<file path="src/pkg/amp_pkg.sv">
/*
 Shared constants of the headphone amplifier control logic: bus address,
 register indices, field positions, power-up values, timing and gain table.
 Assumes a 100 MHz system clock.
*/
package amp_pkg;
   localparam logic [6:0] DEV_ADDR = 7'h60;
   localparam logic [2:0] IDX_POWER = 3'h1;
   localparam logic [2:0] IDX_VOLUME = 3'h2;
   localparam logic [2:0] IDX_HIZ = 3'h3;
   localparam logic [2:0] IDX_ID = 3'h4;
   localparam logic [7:0] RST_POWER = 8'h01;
   localparam logic [7:0] RST_VOLUME = 8'hc0;
   localparam logic [7:0] RST_HIZ = 8'h00;
   // Arbitrary identification value
   localparam logic [7:0] ID_VALUE = 8'h5a;
   localparam int BIT_EN_L = 7;
   localparam int BIT_EN_R = 6;
   localparam int BIT_SHORT_L = 3;
   localparam int BIT_SHORT_R = 2;
   localparam int BIT_THERM = 1;
   localparam int BIT_SHUTDOWN = 0;
   localparam int BIT_MUTE_L = 7;
   localparam int BIT_MUTE_R = 6;
   localparam int VOL_LSB = 1;
   localparam int BIT_HIGH_IMPEDANCE_LEFT = 1;
   localparam int BIT_HIGH_IMPEDANCE_RIGHT = 0;
   localparam int CLK_MHZ = 100;
   localparam int DEPOP_MS = 12;
   localparam int STANDBY_US = 100;
   localparam int DEPOP_CYCLES = DEPOP_MS * 1000 * CLK_MHZ;
   localparam int STANDBY_CYCLES = STANDBY_US * CLK_MHZ;
   localparam logic [1:0] SHORT_HITS = 2'h3;
   // Gains in half-dB steps, two's complement; -80 dB does not fit in eight bits,
   // so mute takes a spare code that no volume step uses
   localparam logic [7:0] MUTE_GAIN_X2 = 8'h60;
   localparam logic [255:0] GAIN_TABLE_X2 = {
      8'h08, 8'h06, 8'h04, 8'h02, 8'h00, 8'hfe, 8'hfc, 8'hfa,
      8'hf8, 8'hf6, 8'hf4, 8'hf2, 8'hf0, 8'hee, 8'hec, 8'hea,
      8'he6, 8'he2, 8'hde, 8'hda, 8'hd6, 8'hd2, 8'hce, 8'hca,
      8'hc2, 8'hba, 8'hb2, 8'haa, 8'ha2, 8'h9b, 8'h94, 8'h88};

   function automatic logic [7:0] gain_x2(input logic [4:0] code, input logic mute);
      return mute ? MUTE_GAIN_X2 : GAIN_TABLE_X2[{code, 3'h0} +: 8];
   endfunction
endpackage

</file>
<file path="src/design/i2c_slave_engine.sv">
/*
 Byte engine of the two-wire slave: start/stop detection, address match,
 acknowledge, receive and transmit shifting.
 Assumes the bus clock is far slower than clk; pins are asynchronous.
*/
module i2c_slave_engine
   import amp_pkg::*;
(
   input wire logic clk,           // system clock
   input wire logic rst_n,         // asynchronous reset
   input wire logic scl,           // bus clock pin level
   input wire logic sda_in,        // bus data pin level
   output logic sda_out,           // data pin drive value
   output logic sda_oe,            // high while pulling data low
   input wire logic [7:0] rd_data, // byte to send next
   output logic sub_stb,           // register address received
   output logic wr_stb,            // data byte received, eighth falling edge
   output logic rd_stb,            // rd_data taken
   output logic [7:0] rx_byte      // received byte
);
   typedef enum logic [3:0] {ST_IDLE, ST_DEV, ST_DEV_ACK, ST_SUB, ST_SUB_ACK,
                             ST_WR, ST_WR_ACK, ST_RD, ST_RD_ACK} i2c_state_e;
   i2c_state_e state_r, state_nxt;
   logic [2:0] scl_sh_r, sda_sh_r;
   logic [3:0] cnt_r, cnt_nxt;
   logic [7:0] shift_r, shift_nxt;
   logic rw_r, rw_nxt, low_r, low_nxt, mack_r, mack_nxt;
   logic scl_rise, scl_fall, start_cond, stop_cond;

   // Bit 0 is the metastable stage; only bit 1 reads it
   assign scl_rise = scl_sh_r[1] & ~scl_sh_r[2];
   assign scl_fall = ~scl_sh_r[1] & scl_sh_r[2];
   assign start_cond = scl_sh_r[1] & scl_sh_r[2] & ~sda_sh_r[1] & sda_sh_r[2];
   assign stop_cond = scl_sh_r[1] & scl_sh_r[2] & sda_sh_r[1] & ~sda_sh_r[2];
   assign sda_out = 1'b0;
   assign sda_oe = low_r;
   assign rx_byte = shift_r;

   always_comb begin
      state_nxt = state_r;
      cnt_nxt = cnt_r;
      shift_nxt = shift_r;
      rw_nxt = rw_r;
      low_nxt = low_r;
      mack_nxt = mack_r;
      sub_stb = 1'b0;
      wr_stb = 1'b0;
      rd_stb = 1'b0;
      if (start_cond) begin
         state_nxt = ST_DEV;
         cnt_nxt = 4'h0;
         low_nxt = 1'b0;
      end else if (stop_cond) begin
         state_nxt = ST_IDLE;
         low_nxt = 1'b0;
      end else if (scl_rise) begin
         cnt_nxt = cnt_r + 4'h1;
         if (state_r inside {ST_DEV, ST_SUB, ST_WR}) begin
            shift_nxt = {shift_r[6:0], sda_sh_r[1]};
         end
         if (state_r == ST_RD_ACK) begin
            mack_nxt = ~sda_sh_r[1];
         end
      end else if (scl_fall) begin
         unique case (state_r)
            ST_IDLE: ;
            ST_DEV, ST_SUB, ST_WR: begin
               if (cnt_r == 4'h8) begin
                  cnt_nxt = 4'h0;
                  low_nxt = 1'b1;
                  if (state_r == ST_DEV) begin
                     rw_nxt = shift_r[0];
                     state_nxt = ST_DEV_ACK;
                     if (shift_r[7:1] != DEV_ADDR) begin
                        state_nxt = ST_IDLE;
                        low_nxt = 1'b0;
                     end
                  end else if (state_r == ST_SUB) begin
                     sub_stb = 1'b1;
                     state_nxt = ST_SUB_ACK;
                  end else begin
                     wr_stb = 1'b1;
                     state_nxt = ST_WR_ACK;
                  end
               end
            end
            ST_DEV_ACK, ST_RD_ACK: begin
               cnt_nxt = 4'h0;
               if (state_r == ST_DEV_ACK && !rw_r) begin
                  state_nxt = ST_SUB;
                  low_nxt = 1'b0;
               end else if (state_r == ST_DEV_ACK || mack_r) begin
                  state_nxt = ST_RD;
                  shift_nxt = rd_data;
                  rd_stb = 1'b1;
                  low_nxt = ~rd_data[7];
               end else begin
                  state_nxt = ST_IDLE;
                  low_nxt = 1'b0;
               end
            end
            ST_SUB_ACK, ST_WR_ACK: begin
               cnt_nxt = 4'h0;
               state_nxt = ST_WR;
               low_nxt = 1'b0;
            end
            ST_RD: begin
               if (cnt_r == 4'h8) begin
                  cnt_nxt = 4'h0;
                  low_nxt = 1'b0;
                  state_nxt = ST_RD_ACK;
               end else begin
                  shift_nxt = {shift_r[6:0], 1'b0};
                  low_nxt = ~shift_r[6];
               end
            end
            default: state_nxt = ST_IDLE;
         endcase
      end
   end

   always_ff @(posedge clk or negedge rst_n) begin
      if (!rst_n) begin
         scl_sh_r <= 3'h7;
         sda_sh_r <= 3'h7;
         state_r <= ST_IDLE;
         cnt_r <= 4'h0;
         shift_r <= 8'h00;
         rw_r <= 1'b0;
         low_r <= 1'b0;
         mack_r <= 1'b0;
      end else begin
         scl_sh_r <= {scl_sh_r[1:0], scl};
         sda_sh_r <= {sda_sh_r[1:0], sda_in};
         state_r <= state_nxt;
         cnt_r <= cnt_nxt;
         shift_r <= shift_nxt;
         rw_r <= rw_nxt;
         low_r <= low_nxt;
         mack_r <= mack_nxt;
      end
   end
endmodule

</file>
<file path="src/design/power_sequencer.sv">
/*
 Wake-up and standby timing of the amplifier supplies and outputs.
 Assumes cfg_stb pulses on the eighth falling edge of a power byte.
*/
module power_sequencer
   import amp_pkg::*;
#(
   parameter int unsigned DEPOP_CNT = DEPOP_CYCLES,
   parameter int unsigned STANDBY_CNT = STANDBY_CYCLES
) (
   input wire logic clk,         // system clock
   input wire logic rst_n,       // asynchronous reset
   input wire logic cfg_stb,     // power byte written
   input wire logic cfg_standby, // shutdown value of that byte
   input wire logic shutdown,    // current shutdown bit
   input wire logic thermal,     // over-temperature, synchronised
   output logic converters_on,   // supplies running
   output logic operational      // outputs may play
);
   typedef enum logic [1:0] {PW_OFF, PW_WAKE, PW_ON, PW_DOWN} pwr_state_e;
   localparam logic [20:0] DEPOP_LAST = 21'(DEPOP_CNT - 1);
   localparam logic [20:0] STANDBY_LAST = 21'(STANDBY_CNT - 1);
   pwr_state_e state_r, state_nxt;
   logic [20:0] cnt_r, cnt_nxt;
   logic hot_off_r, hot_off_nxt;

   assign converters_on = state_r != PW_OFF;
   assign operational = state_r == PW_ON;

   always_comb begin
      state_nxt = state_r;
      cnt_nxt = cnt_r + 21'h1;
      hot_off_nxt = hot_off_r;
      if (thermal) begin
         state_nxt = PW_OFF;
         hot_off_nxt = 1'b1;
      end else begin
         unique case (state_r)
            PW_OFF: begin
               if ((cfg_stb && !cfg_standby) || (hot_off_r && !shutdown && !cfg_stb)) begin
                  state_nxt = PW_WAKE;
                  cnt_nxt = 21'h0;
                  hot_off_nxt = 1'b0;
               end
            end
            PW_WAKE, PW_ON: begin
               if (cfg_stb && cfg_standby) begin
                  state_nxt = PW_DOWN;
                  cnt_nxt = 21'h0;
               end else if (state_r == PW_WAKE && cnt_r == DEPOP_LAST) begin
                  state_nxt = PW_ON;
               end
            end
            PW_DOWN: begin
               if (cnt_r == STANDBY_LAST) begin
                  state_nxt = PW_OFF;
               end
            end
         endcase
      end
   end

   always_ff @(posedge clk or negedge rst_n) begin
      if (!rst_n) begin
         state_r <= PW_OFF;
         cnt_r <= 21'h0;
         hot_off_r <= 1'b0;
      end else begin
         state_r <= state_nxt;
         cnt_r <= cnt_nxt;
         hot_off_r <= hot_off_nxt;
      end
   end
endmodule

</file>
<file path="src/design/headphone_amp_control_regs.sv">
/*
 Control and status registers of a stereo headphone amplifier reached over
 a two-wire slave bus, with short-circuit, thermal and output-mode logic.
 Assumes short checks arrive as strobes with a result level, and a thermal
 comparator level; all of them asynchronous to clk.
*/
// Behaviour
// - Short flag rises only after three consecutive detections on that channel.
// - Each short flag reads 0 normally and 1 after its channel shorted.
// - A flagged channel has its output stage put in high impedance.
// - Reading the power register returns short flags without clearing them.
// - Writing the power register clears both short flags and restores operation.
// - Over-temperature forces standby and sets the thermal flag; flag 0 otherwise.
// - Safe temperature again leaves thermal standby and clears the flag alone.
// - Shutdown bit 1 means shutdown; 0 turns on the supply converters.
// - Each channel enable bit turns on its own amplifier independently.
// - Volume code maps monotonically from -60 dB up to +4 dB.
// - Mute bit forces -80 dB gain; cleared, the volume gain applies.
// - High-impedance bit puts its own channel output in high impedance.
// - High impedance dominates; only active and enabled drives; else weak pulldown.
// - Wake-up starts on eighth falling clock edge of the power byte.
// - Outputs become live 12 ms after wake start, muted until then.
// - Standby begins on that eighth falling edge, complete 100 us later.
// - Power change is start, address, register, byte; address bytes acknowledged.
// - Slave address 1100000, direction bit last, most significant bit first.
// - Successive written bytes rotate through the three writable registers.
// - Successive read bytes cycle through all four registers.
// - Four readable registers; the fourth is read-only identification.
module headphone_amp_control_regs
   import amp_pkg::*;
#(
   parameter int unsigned DEPOP_CNT = DEPOP_CYCLES,
   parameter int unsigned STANDBY_CNT = STANDBY_CYCLES
) (
   input wire logic clk,               // system clock
   input wire logic rst_n,             // asynchronous reset, active low
   input wire logic scl,               // bus clock pin
   input wire logic sda_in,            // bus data pin level
   output logic sda_out,               // bus data drive value
   output logic sda_oe,                // high while driving data low
   input wire logic [1:0] short_check, // detection event strobe, [1] left
   input wire logic [1:0] short_hit,   // overcurrent seen at that event
   input wire logic thermal_hot,       // junction above limit
   output logic [1:0] amp_enable,      // amplifier bias on, [1] left
   output logic [1:0] out_hiz,         // output in high impedance
   output logic [1:0] out_drive,       // output actively driven
   output logic [1:0] out_pulldown,    // output weakly pulled down
   output logic [7:0] gain_left,       // left gain, half-dB, signed
   output logic [7:0] gain_right,      // right gain, half-dB, signed
   output logic converters_on,         // negative supply and buck running
   output logic operational            // de-pop finished
);
   logic sub_stb, wr_stb, rd_stb;
   logic [7:0] rx_byte, rd_data;
   logic [2:0] ptr_r, ptr_nxt;
   logic [1:0] en_r, en_nxt;
   logic shutdown_r, shutdown_nxt;
   logic [7:0] volume_r, volume_nxt;
   logic [1:0] high_impedance_right, hiz_nxt;
   logic [1:0] chk_meta_r, chk_sync_r, chk_prev_r, hit_meta_r, hit_sync_r;
   logic therm_meta_r, thermal_r;
   logic [1:0] chk_edge;
   wire [1:0] short_flag;
   logic power_wr;
   logic [1:0] amp_enable_nxt, out_hiz_nxt, out_drive_nxt, out_pulldown_nxt;
   logic [7:0] gain_left_nxt, gain_right_nxt;

   function automatic logic [2:0] next_ptr(input logic [2:0] p, input logic wr);
      if (wr ? (p >= IDX_HIZ) : (p >= IDX_ID)) begin
         return IDX_POWER;
      end
      return p + 3'h1;
   endfunction

   i2c_slave_engine u_bus (
      .clk(clk),
      .rst_n(rst_n),
      .scl(scl),
      .sda_in(sda_in),
      .sda_out(sda_out),
      .sda_oe(sda_oe),
      .rd_data(rd_data),
      .sub_stb(sub_stb),
      .wr_stb(wr_stb),
      .rd_stb(rd_stb),
      .rx_byte(rx_byte)
   );

   power_sequencer #(
      .DEPOP_CNT(DEPOP_CNT),
      .STANDBY_CNT(STANDBY_CNT)
   ) u_power (
      .clk(clk),
      .rst_n(rst_n),
      .cfg_stb(power_wr),
      .cfg_standby(rx_byte[BIT_SHUTDOWN]),
      .shutdown(shutdown_r),
      .thermal(thermal_r),
      .converters_on(converters_on),
      .operational(operational)
   );

   assign power_wr = wr_stb && ptr_r == IDX_POWER;
   assign chk_edge = chk_sync_r & ~chk_prev_r;

   // Read path; reads have no side effect on the flags
   always_comb begin
      unique case (ptr_r)
         IDX_POWER: rd_data = {en_r[1], en_r[0], 2'b00, short_flag[1],
                               short_flag[0], thermal_r, shutdown_r};
         IDX_VOLUME: rd_data = {volume_r[7:1], 1'b0};
         IDX_HIZ: rd_data = {6'h00, high_impedance_right};
         IDX_ID: rd_data = ID_VALUE;
         default: rd_data = 8'h00;
      endcase
   end

   // Register file and address pointer
   always_comb begin
      ptr_nxt = ptr_r;
      en_nxt = en_r;
      shutdown_nxt = shutdown_r;
      volume_nxt = volume_r;
      hiz_nxt = high_impedance_right;
      if (sub_stb) begin
         ptr_nxt = rx_byte[2:0];
      end else if (wr_stb) begin
         ptr_nxt = next_ptr(ptr_r, 1'b1);
         unique case (ptr_r)
            IDX_POWER: begin
               en_nxt = {rx_byte[BIT_EN_L], rx_byte[BIT_EN_R]};
               shutdown_nxt = rx_byte[BIT_SHUTDOWN];
            end
            IDX_VOLUME: volume_nxt = {rx_byte[7:1], 1'b0};
            IDX_HIZ: hiz_nxt = {rx_byte[BIT_HIGH_IMPEDANCE_LEFT], rx_byte[BIT_HIGH_IMPEDANCE_RIGHT]};
            default: ; // The identification register ignores writes
         endcase
      end else if (rd_stb) begin
         ptr_nxt = next_ptr(ptr_r, 1'b0);
      end
   end

   always_ff @(posedge clk or negedge rst_n) begin
      if (!rst_n) begin
         ptr_r <= IDX_POWER;
         en_r <= {RST_POWER[BIT_EN_L], RST_POWER[BIT_EN_R]};
         shutdown_r <= RST_POWER[BIT_SHUTDOWN];
         volume_r <= RST_VOLUME;
         high_impedance_right <= RST_HIZ[1:0];
      end else begin
         ptr_r <= ptr_nxt;
         en_r <= en_nxt;
         shutdown_r <= shutdown_nxt;
         volume_r <= volume_nxt;
         high_impedance_right <= hiz_nxt;
      end
   end

   // Pin-side status inputs pass two flip-flops first
   always_ff @(posedge clk or negedge rst_n) begin
      if (!rst_n) begin
         chk_meta_r <= 2'h0;
         chk_sync_r <= 2'h0;
         chk_prev_r <= 2'h0;
         hit_meta_r <= 2'h0;
         hit_sync_r <= 2'h0;
         therm_meta_r <= 1'b0;
         thermal_r <= 1'b0;
      end else begin
         chk_meta_r <= short_check;
         chk_sync_r <= chk_meta_r;
         chk_prev_r <= chk_sync_r;
         hit_meta_r <= short_hit;
         hit_sync_r <= hit_meta_r;
         therm_meta_r <= thermal_hot;
         thermal_r <= therm_meta_r;
      end
   end

   // Short detection per channel
   for (genvar ch = 0; ch < 2; ch++) begin : g_short
      logic [1:0] cnt_r, cnt_nxt;
      logic flag_r, flag_nxt;

      always_comb begin
         cnt_nxt = cnt_r;
         flag_nxt = flag_r;
         if (power_wr) begin
            cnt_nxt = 2'h0;
            flag_nxt = 1'b0;
         end
         // A detection in the clearing cycle still counts: set beats clear
         if (chk_edge[ch]) begin
            if (!hit_sync_r[ch]) begin
               cnt_nxt = 2'h0;
            end else if (cnt_r == SHORT_HITS - 2'h1) begin
               cnt_nxt = 2'h0;
               flag_nxt = 1'b1;
            end else begin
               cnt_nxt = cnt_r + 2'h1;
            end
         end
      end

      always_ff @(posedge clk or negedge rst_n) begin
         if (!rst_n) begin
            cnt_r <= 2'h0;
            flag_r <= 1'b0;
         end else begin
            cnt_r <= cnt_nxt;
            flag_r <= flag_nxt;
         end
      end

      assign short_flag[ch] = flag_r;
   end

   // Output stage state per channel
   always_comb begin
      for (int ch = 0; ch < 2; ch++) begin
         out_hiz_nxt[ch] = high_impedance_right[ch] | short_flag[ch];
         out_drive_nxt[ch] = !out_hiz_nxt[ch] && !shutdown_r && en_r[ch]
                             && operational;
         out_pulldown_nxt[ch] = !out_hiz_nxt[ch] && !out_drive_nxt[ch];
         amp_enable_nxt[ch] = en_r[ch] && converters_on;
      end
      // Muted until de-pop is over so the turn-on stays silent
      gain_left_nxt = gain_x2(volume_r[5:1],
                              volume_r[BIT_MUTE_L] || !operational);
      gain_right_nxt = gain_x2(volume_r[5:1],
                               volume_r[BIT_MUTE_R] || !operational);
   end

   always_ff @(posedge clk or negedge rst_n) begin
      if (!rst_n) begin
         out_hiz <= 2'h0;
         out_drive <= 2'h0;
         out_pulldown <= 2'h3;
         amp_enable <= 2'h0;
         gain_left <= MUTE_GAIN_X2;
         gain_right <= MUTE_GAIN_X2;
      end else begin
         out_hiz <= out_hiz_nxt;
         out_drive <= out_drive_nxt;
         out_pulldown <= out_pulldown_nxt;
         amp_enable <= amp_enable_nxt;
         gain_left <= gain_left_nxt;
         gain_right <= gain_right_nxt;
      end
   end
endmodule

</file>
<file path="config.mk">
export PLATFORM = sky130hd
export DESIGN_NAME = headphone_amp_control_regs
export DESIGN_NICKNAME = d
export VERILOG_FILES = /design/src/pkg/amp_pkg.sv /design/src/design/i2c_slave_engine.sv /design/src/design/power_sequencer.sv /design/src/design/headphone_amp_control_regs.sv
export SDC_FILE = /design/constraint.sdc
export NUM_CORES = 1
export LEC_CHECK = 0
export BUFFER_PORTS_ARGS = -buffer_cell sky130_fd_sc_hd__buf_2
export CORE_MARGIN = 5
export CORE_UTILIZATION = 56
export DETAILED_ROUTE_END_ITERATION = 12
export PLACE_DENSITY = 0.75
export SYNTH_ARGS = -nofsm -noshare
export SYNTH_HDL_FRONTEND = slang
export SYNTH_SLANG_ARGS = --single-unit
</file>
<file path="constraint.sdc">
create_clock -name clk -period 2.9 [get_ports clk]
set_input_delay 0.145 -clock clk [delete_from_list [all_inputs] [get_ports clk]]
set_output_delay 0.145 -clock clk [all_outputs]
set_load 0.01 [all_outputs]
</file>
==> results.toml <==
[global_routing]
overflow = 0
grt_pass1_wl_microns = 17300
grt_use_met3 = 0.0351
grt_util_met2 = 0.303
grt_usage = 0.191
grtUsageMet1 = 0.262
antenna_found_initial = 0
grt_pass1_vias = 3635
grt-busiest-layer = "met2"
grt_max_degree = 63

[detailed_routing]
vias = 3721
drc = 0
drt_iter0_drc = 230
routedWlPerCell_microns = 15.2
ant_nets = 0
routed_via_density = 5.66
dr.pass1.iters = 4
wirelength_microns = 10000

[sta]
fmax_mhz = 367
fin_crit_sh = 0.939
slew_viol_final = 0
finalSetupTns_ns = 0
setup_viol = 0
slew_headroom = 0.501
rsz0062_at_grt = "no"
fin_skew_ns = 0.0193
finalHoldViolCount = 0
tightest_slew_ns = 0.748
hold_slack_ns = 0.363
post-route-min-period_ns = 2.72

[die]
num_rows = 34
initial_core_util = 0.579
dieHeight_microns = 105
core-area_sq_um = 8760
dieWidth_microns = 105
ioPinCount = 37
dieArea_sq_um = 11100

[pwr]
switching_share = 0.315
combPwrFrac = 0.202
p_seq_frac = 0.520
p_int_w = 0.00236
power.density_nw_per_um2 = 605
pwr-share-clk = 0.278
p_sw_w = 0.00109
p_leak_nw = 2.63
peakVddDrop_mv = 0.471

[clock_tree]
numCtsBuffers = 9
h-tree-depth = 3
clk_latency_ns = 0.38
cts_setup_buffers = 0
path_clk_slew_ns = 0.11
cts_tree = "built"
cts_buffer_depth = 2
hold_buffers = 8
ctsResizeCount = 0
cts-root-buf = "clkbuf_8"
cts_sinks = 106

[critical_path]
arrival_ns = 3.01
crit_slowest_cell = "dfstp_2"
cp-end-kind = "register"
cp_max_fo = 7
crit_family = "simple AND/OR/NAND/NOR gates"
cp_cell_sequence = "ha_1, or3b_2, o41ai_1, a21oi_1, a31o_1, or4_1, o22ai_1"
crit_buf_inv = 0
max_stage_delay_ns = 0.59
crit_path_start_kind = "register"
cp.required_ns = 3.18
critPathKind = "reg -> reg"

[synthesis]
synthTopCellsByCount = "90 x dfrtp_1, 61 x nor2_1, 51 x nand2_1, 28 x o21ai_0, 24 x nand3_1"
synth-main-ff-cell = "dfrtp_1"
ys_ff_latch = 106
synthMuxAreaShare = 0.0505
synth_xor_area_frac = 0.0414
synth_edf_count = 0
synth.distinct_cells = 56
synth_top_family_by_area = "simple AND/OR/NAND/NOR gates"
yosys.area_share.simple = 0.194
synth_fp_nets = 524
syn_inst = 495
synthDominantCellAreaShare = 0.444
synth_area_per_cell_sq_um = 10.3
synth_compound_area_frac = 0.109
syn_area_sq_um = 5080
async_flop_share = 1.00
synthAdderAreaFrac = 0.0493
synthMostInstantiatedCell = "dfrtp_1"
yosysWarnings = 0
synth_seq_area_share = 0.526
yosys-top-cells-area = "dfrtp_1 44%, dfstp_2 8.3%, ha_1 4.9%, mux2_2 4.7%, nor2_1 4.5%"
post-synth-top-area-cell = "dfrtp_1"

[placed_design]
hpwl_microns = 6970
gp_congestion = 0.879
place.port_buffers = 35

[cells_and_area]
area_growth_pct = 12.2
diodes = 0
final_util = 0.650
drive_gt1_frac = 0.196
nNetsFinal = 574

[run_status]
status = "finished clean"

[job]
cap_violations = 0

[worst_hold_path]
hold_class = "reg -> reg"
==> worst register-to-register path, stage by stage, from the launching register on <==
cell,delay (ns)
dfstp_2,0.59
ha_1,0.30
or3b_2,0.46
o41ai_1,0.26
a21oi_1,0.11
a31o_1,0.23
or4_1,0.51
o22ai_1,0.17
==> cell usage in the layout, fill, tap and decap left out, drive strengths merged, types with 3 or more instances in the layout <==
master | synthesis | final
nand3 | 24 | 24
a22oi | 6 | 6
nor3 | 4 | 4
a221oi | 4 | 4
xnor2 | 7 | 7
or4 | 3 | 3
dlygate4sd3 | 0 | 8
a21oi | 17 | 17
a22o | 6 | 6
nand2b | 11 | 11
or2 | 3 | 3
o22ai | 3 | 3
dfrtp | 90 | 90
xor2 | 17 | 17
and3b | 3 | 3
ha | 20 | 20
clkbuf | 11 | 9
mux2 | 21 | 21
dfstp | 16 | 16
nor2b | 15 | 15
nand2 | 51 | 51
nand4 | 7 | 7
buf | 4 | 46
nor4 | 4 | 4
o21ai | 28 | 28
inv | 21 | 25
nor2 | 61 | 61
o31ai | 8 | 8
==> state kept, by name, summed over array words and instances (netlist names), 3 cells and up <==
signal,cells
u_bus.state_r,4
u_power.cnt_r,21
u_bus.sda_sh_r,3
gain_left,8
ptr_r,3
g_short.cnt_r,4
gain_right,8
u_bus.cnt_r,4
volume_r,7
u_bus.rx_byte,8
u_bus.scl_sh_r,3
==> path summary, 6_finish.rpt <==
kind,end,start,depth (start not counted),slack [ns]
max in group asynchronous,u_bus.sda_sh_r[1],rst_n,3,1.61
worst min-delay path,chk_sync_r[1],chk_meta_r[1],0,0.36
worst max register to register,u_power.state_r[0],ptr_r[0],7,0.18
worst min register to register,chk_sync_r[1],chk_meta_r[1],0,0.36
min in group asynchronous,gain_right[4],rst_n,2,0.38
worst max-delay path,u_power.state_r[0],ptr_r[0],7,0.18
==> routing by layer <==
metal / share of wire / vias to the layer above
met5: 0 / -
met4: 0.012 / 0
met3: 0.035 / 11
met2: 0.49 / 57
met1: 0.46 / 1839
li1: - / 1814
==> power groups by stage <==
stage | combinational (W) | clock, W | sequential [W]
CTS | 0.000705 | 0.000982 | 0.00179
detailed placement | 0.000690 | 0 | 0.00182
finish | 0.000696 | 0.000957 | 0.00179
global placement | 0.000671 | 0 | 0.00181
floorplan | 0.000465 | 0 | 0.00180
global route | 0.000788 | 0.00105 | 0.00182
==> per-stage QoR <==
| stage | setup WS (ns) | total power (W) | std cells | instance area [sq um] |
|---|---|---|---|---|
| 2_1_floorplan | 0.437 | 0.00227 | 495 | 5080 |
| 3_3_place_gp | 0.303 | 0.00248 | 634 | 5410 |
| 3_5_place_dp | 0.229 | 0.00251 | 634 | 5410 |
| 4_1_cts | 0.186 | 0.00348 | 658 | 5700 |
| 5_1_grt | 0.0115 | 0.00366 | 658 | 5700 |
| 6_report | 0.176 | 0.00345 | 658 | 5700 |
==> kinds of logic after synthesis <==
| group | Yosys count |
|---|---|
| and+or+nand+nor | 200 |
| adders and majority gates | 20 |
| buffers and inverters | 36 |
| other | 1 |
| muxes | 23 |
| xor gates and xnor gates | 24 |
| AOI/OAI and AO/OA | 85 |
| DFF | 106 |
==> final cells by class <==
| class | count | area, sq um |
|---|---|---|
| clock buffers | 9 | 124 |
| clock inverters | 7 | 81.3 |
| fillers | 692 | 3070 |
| inverters | 21 | 78.8 |
| multi-input cells | 353 | 2260 |
| flip-flops and latches | 106 | 2670 |
| well taps | 108 | 135 |
| repair buffers | 54 | 340 |
(Power assumes the default switching activity.)
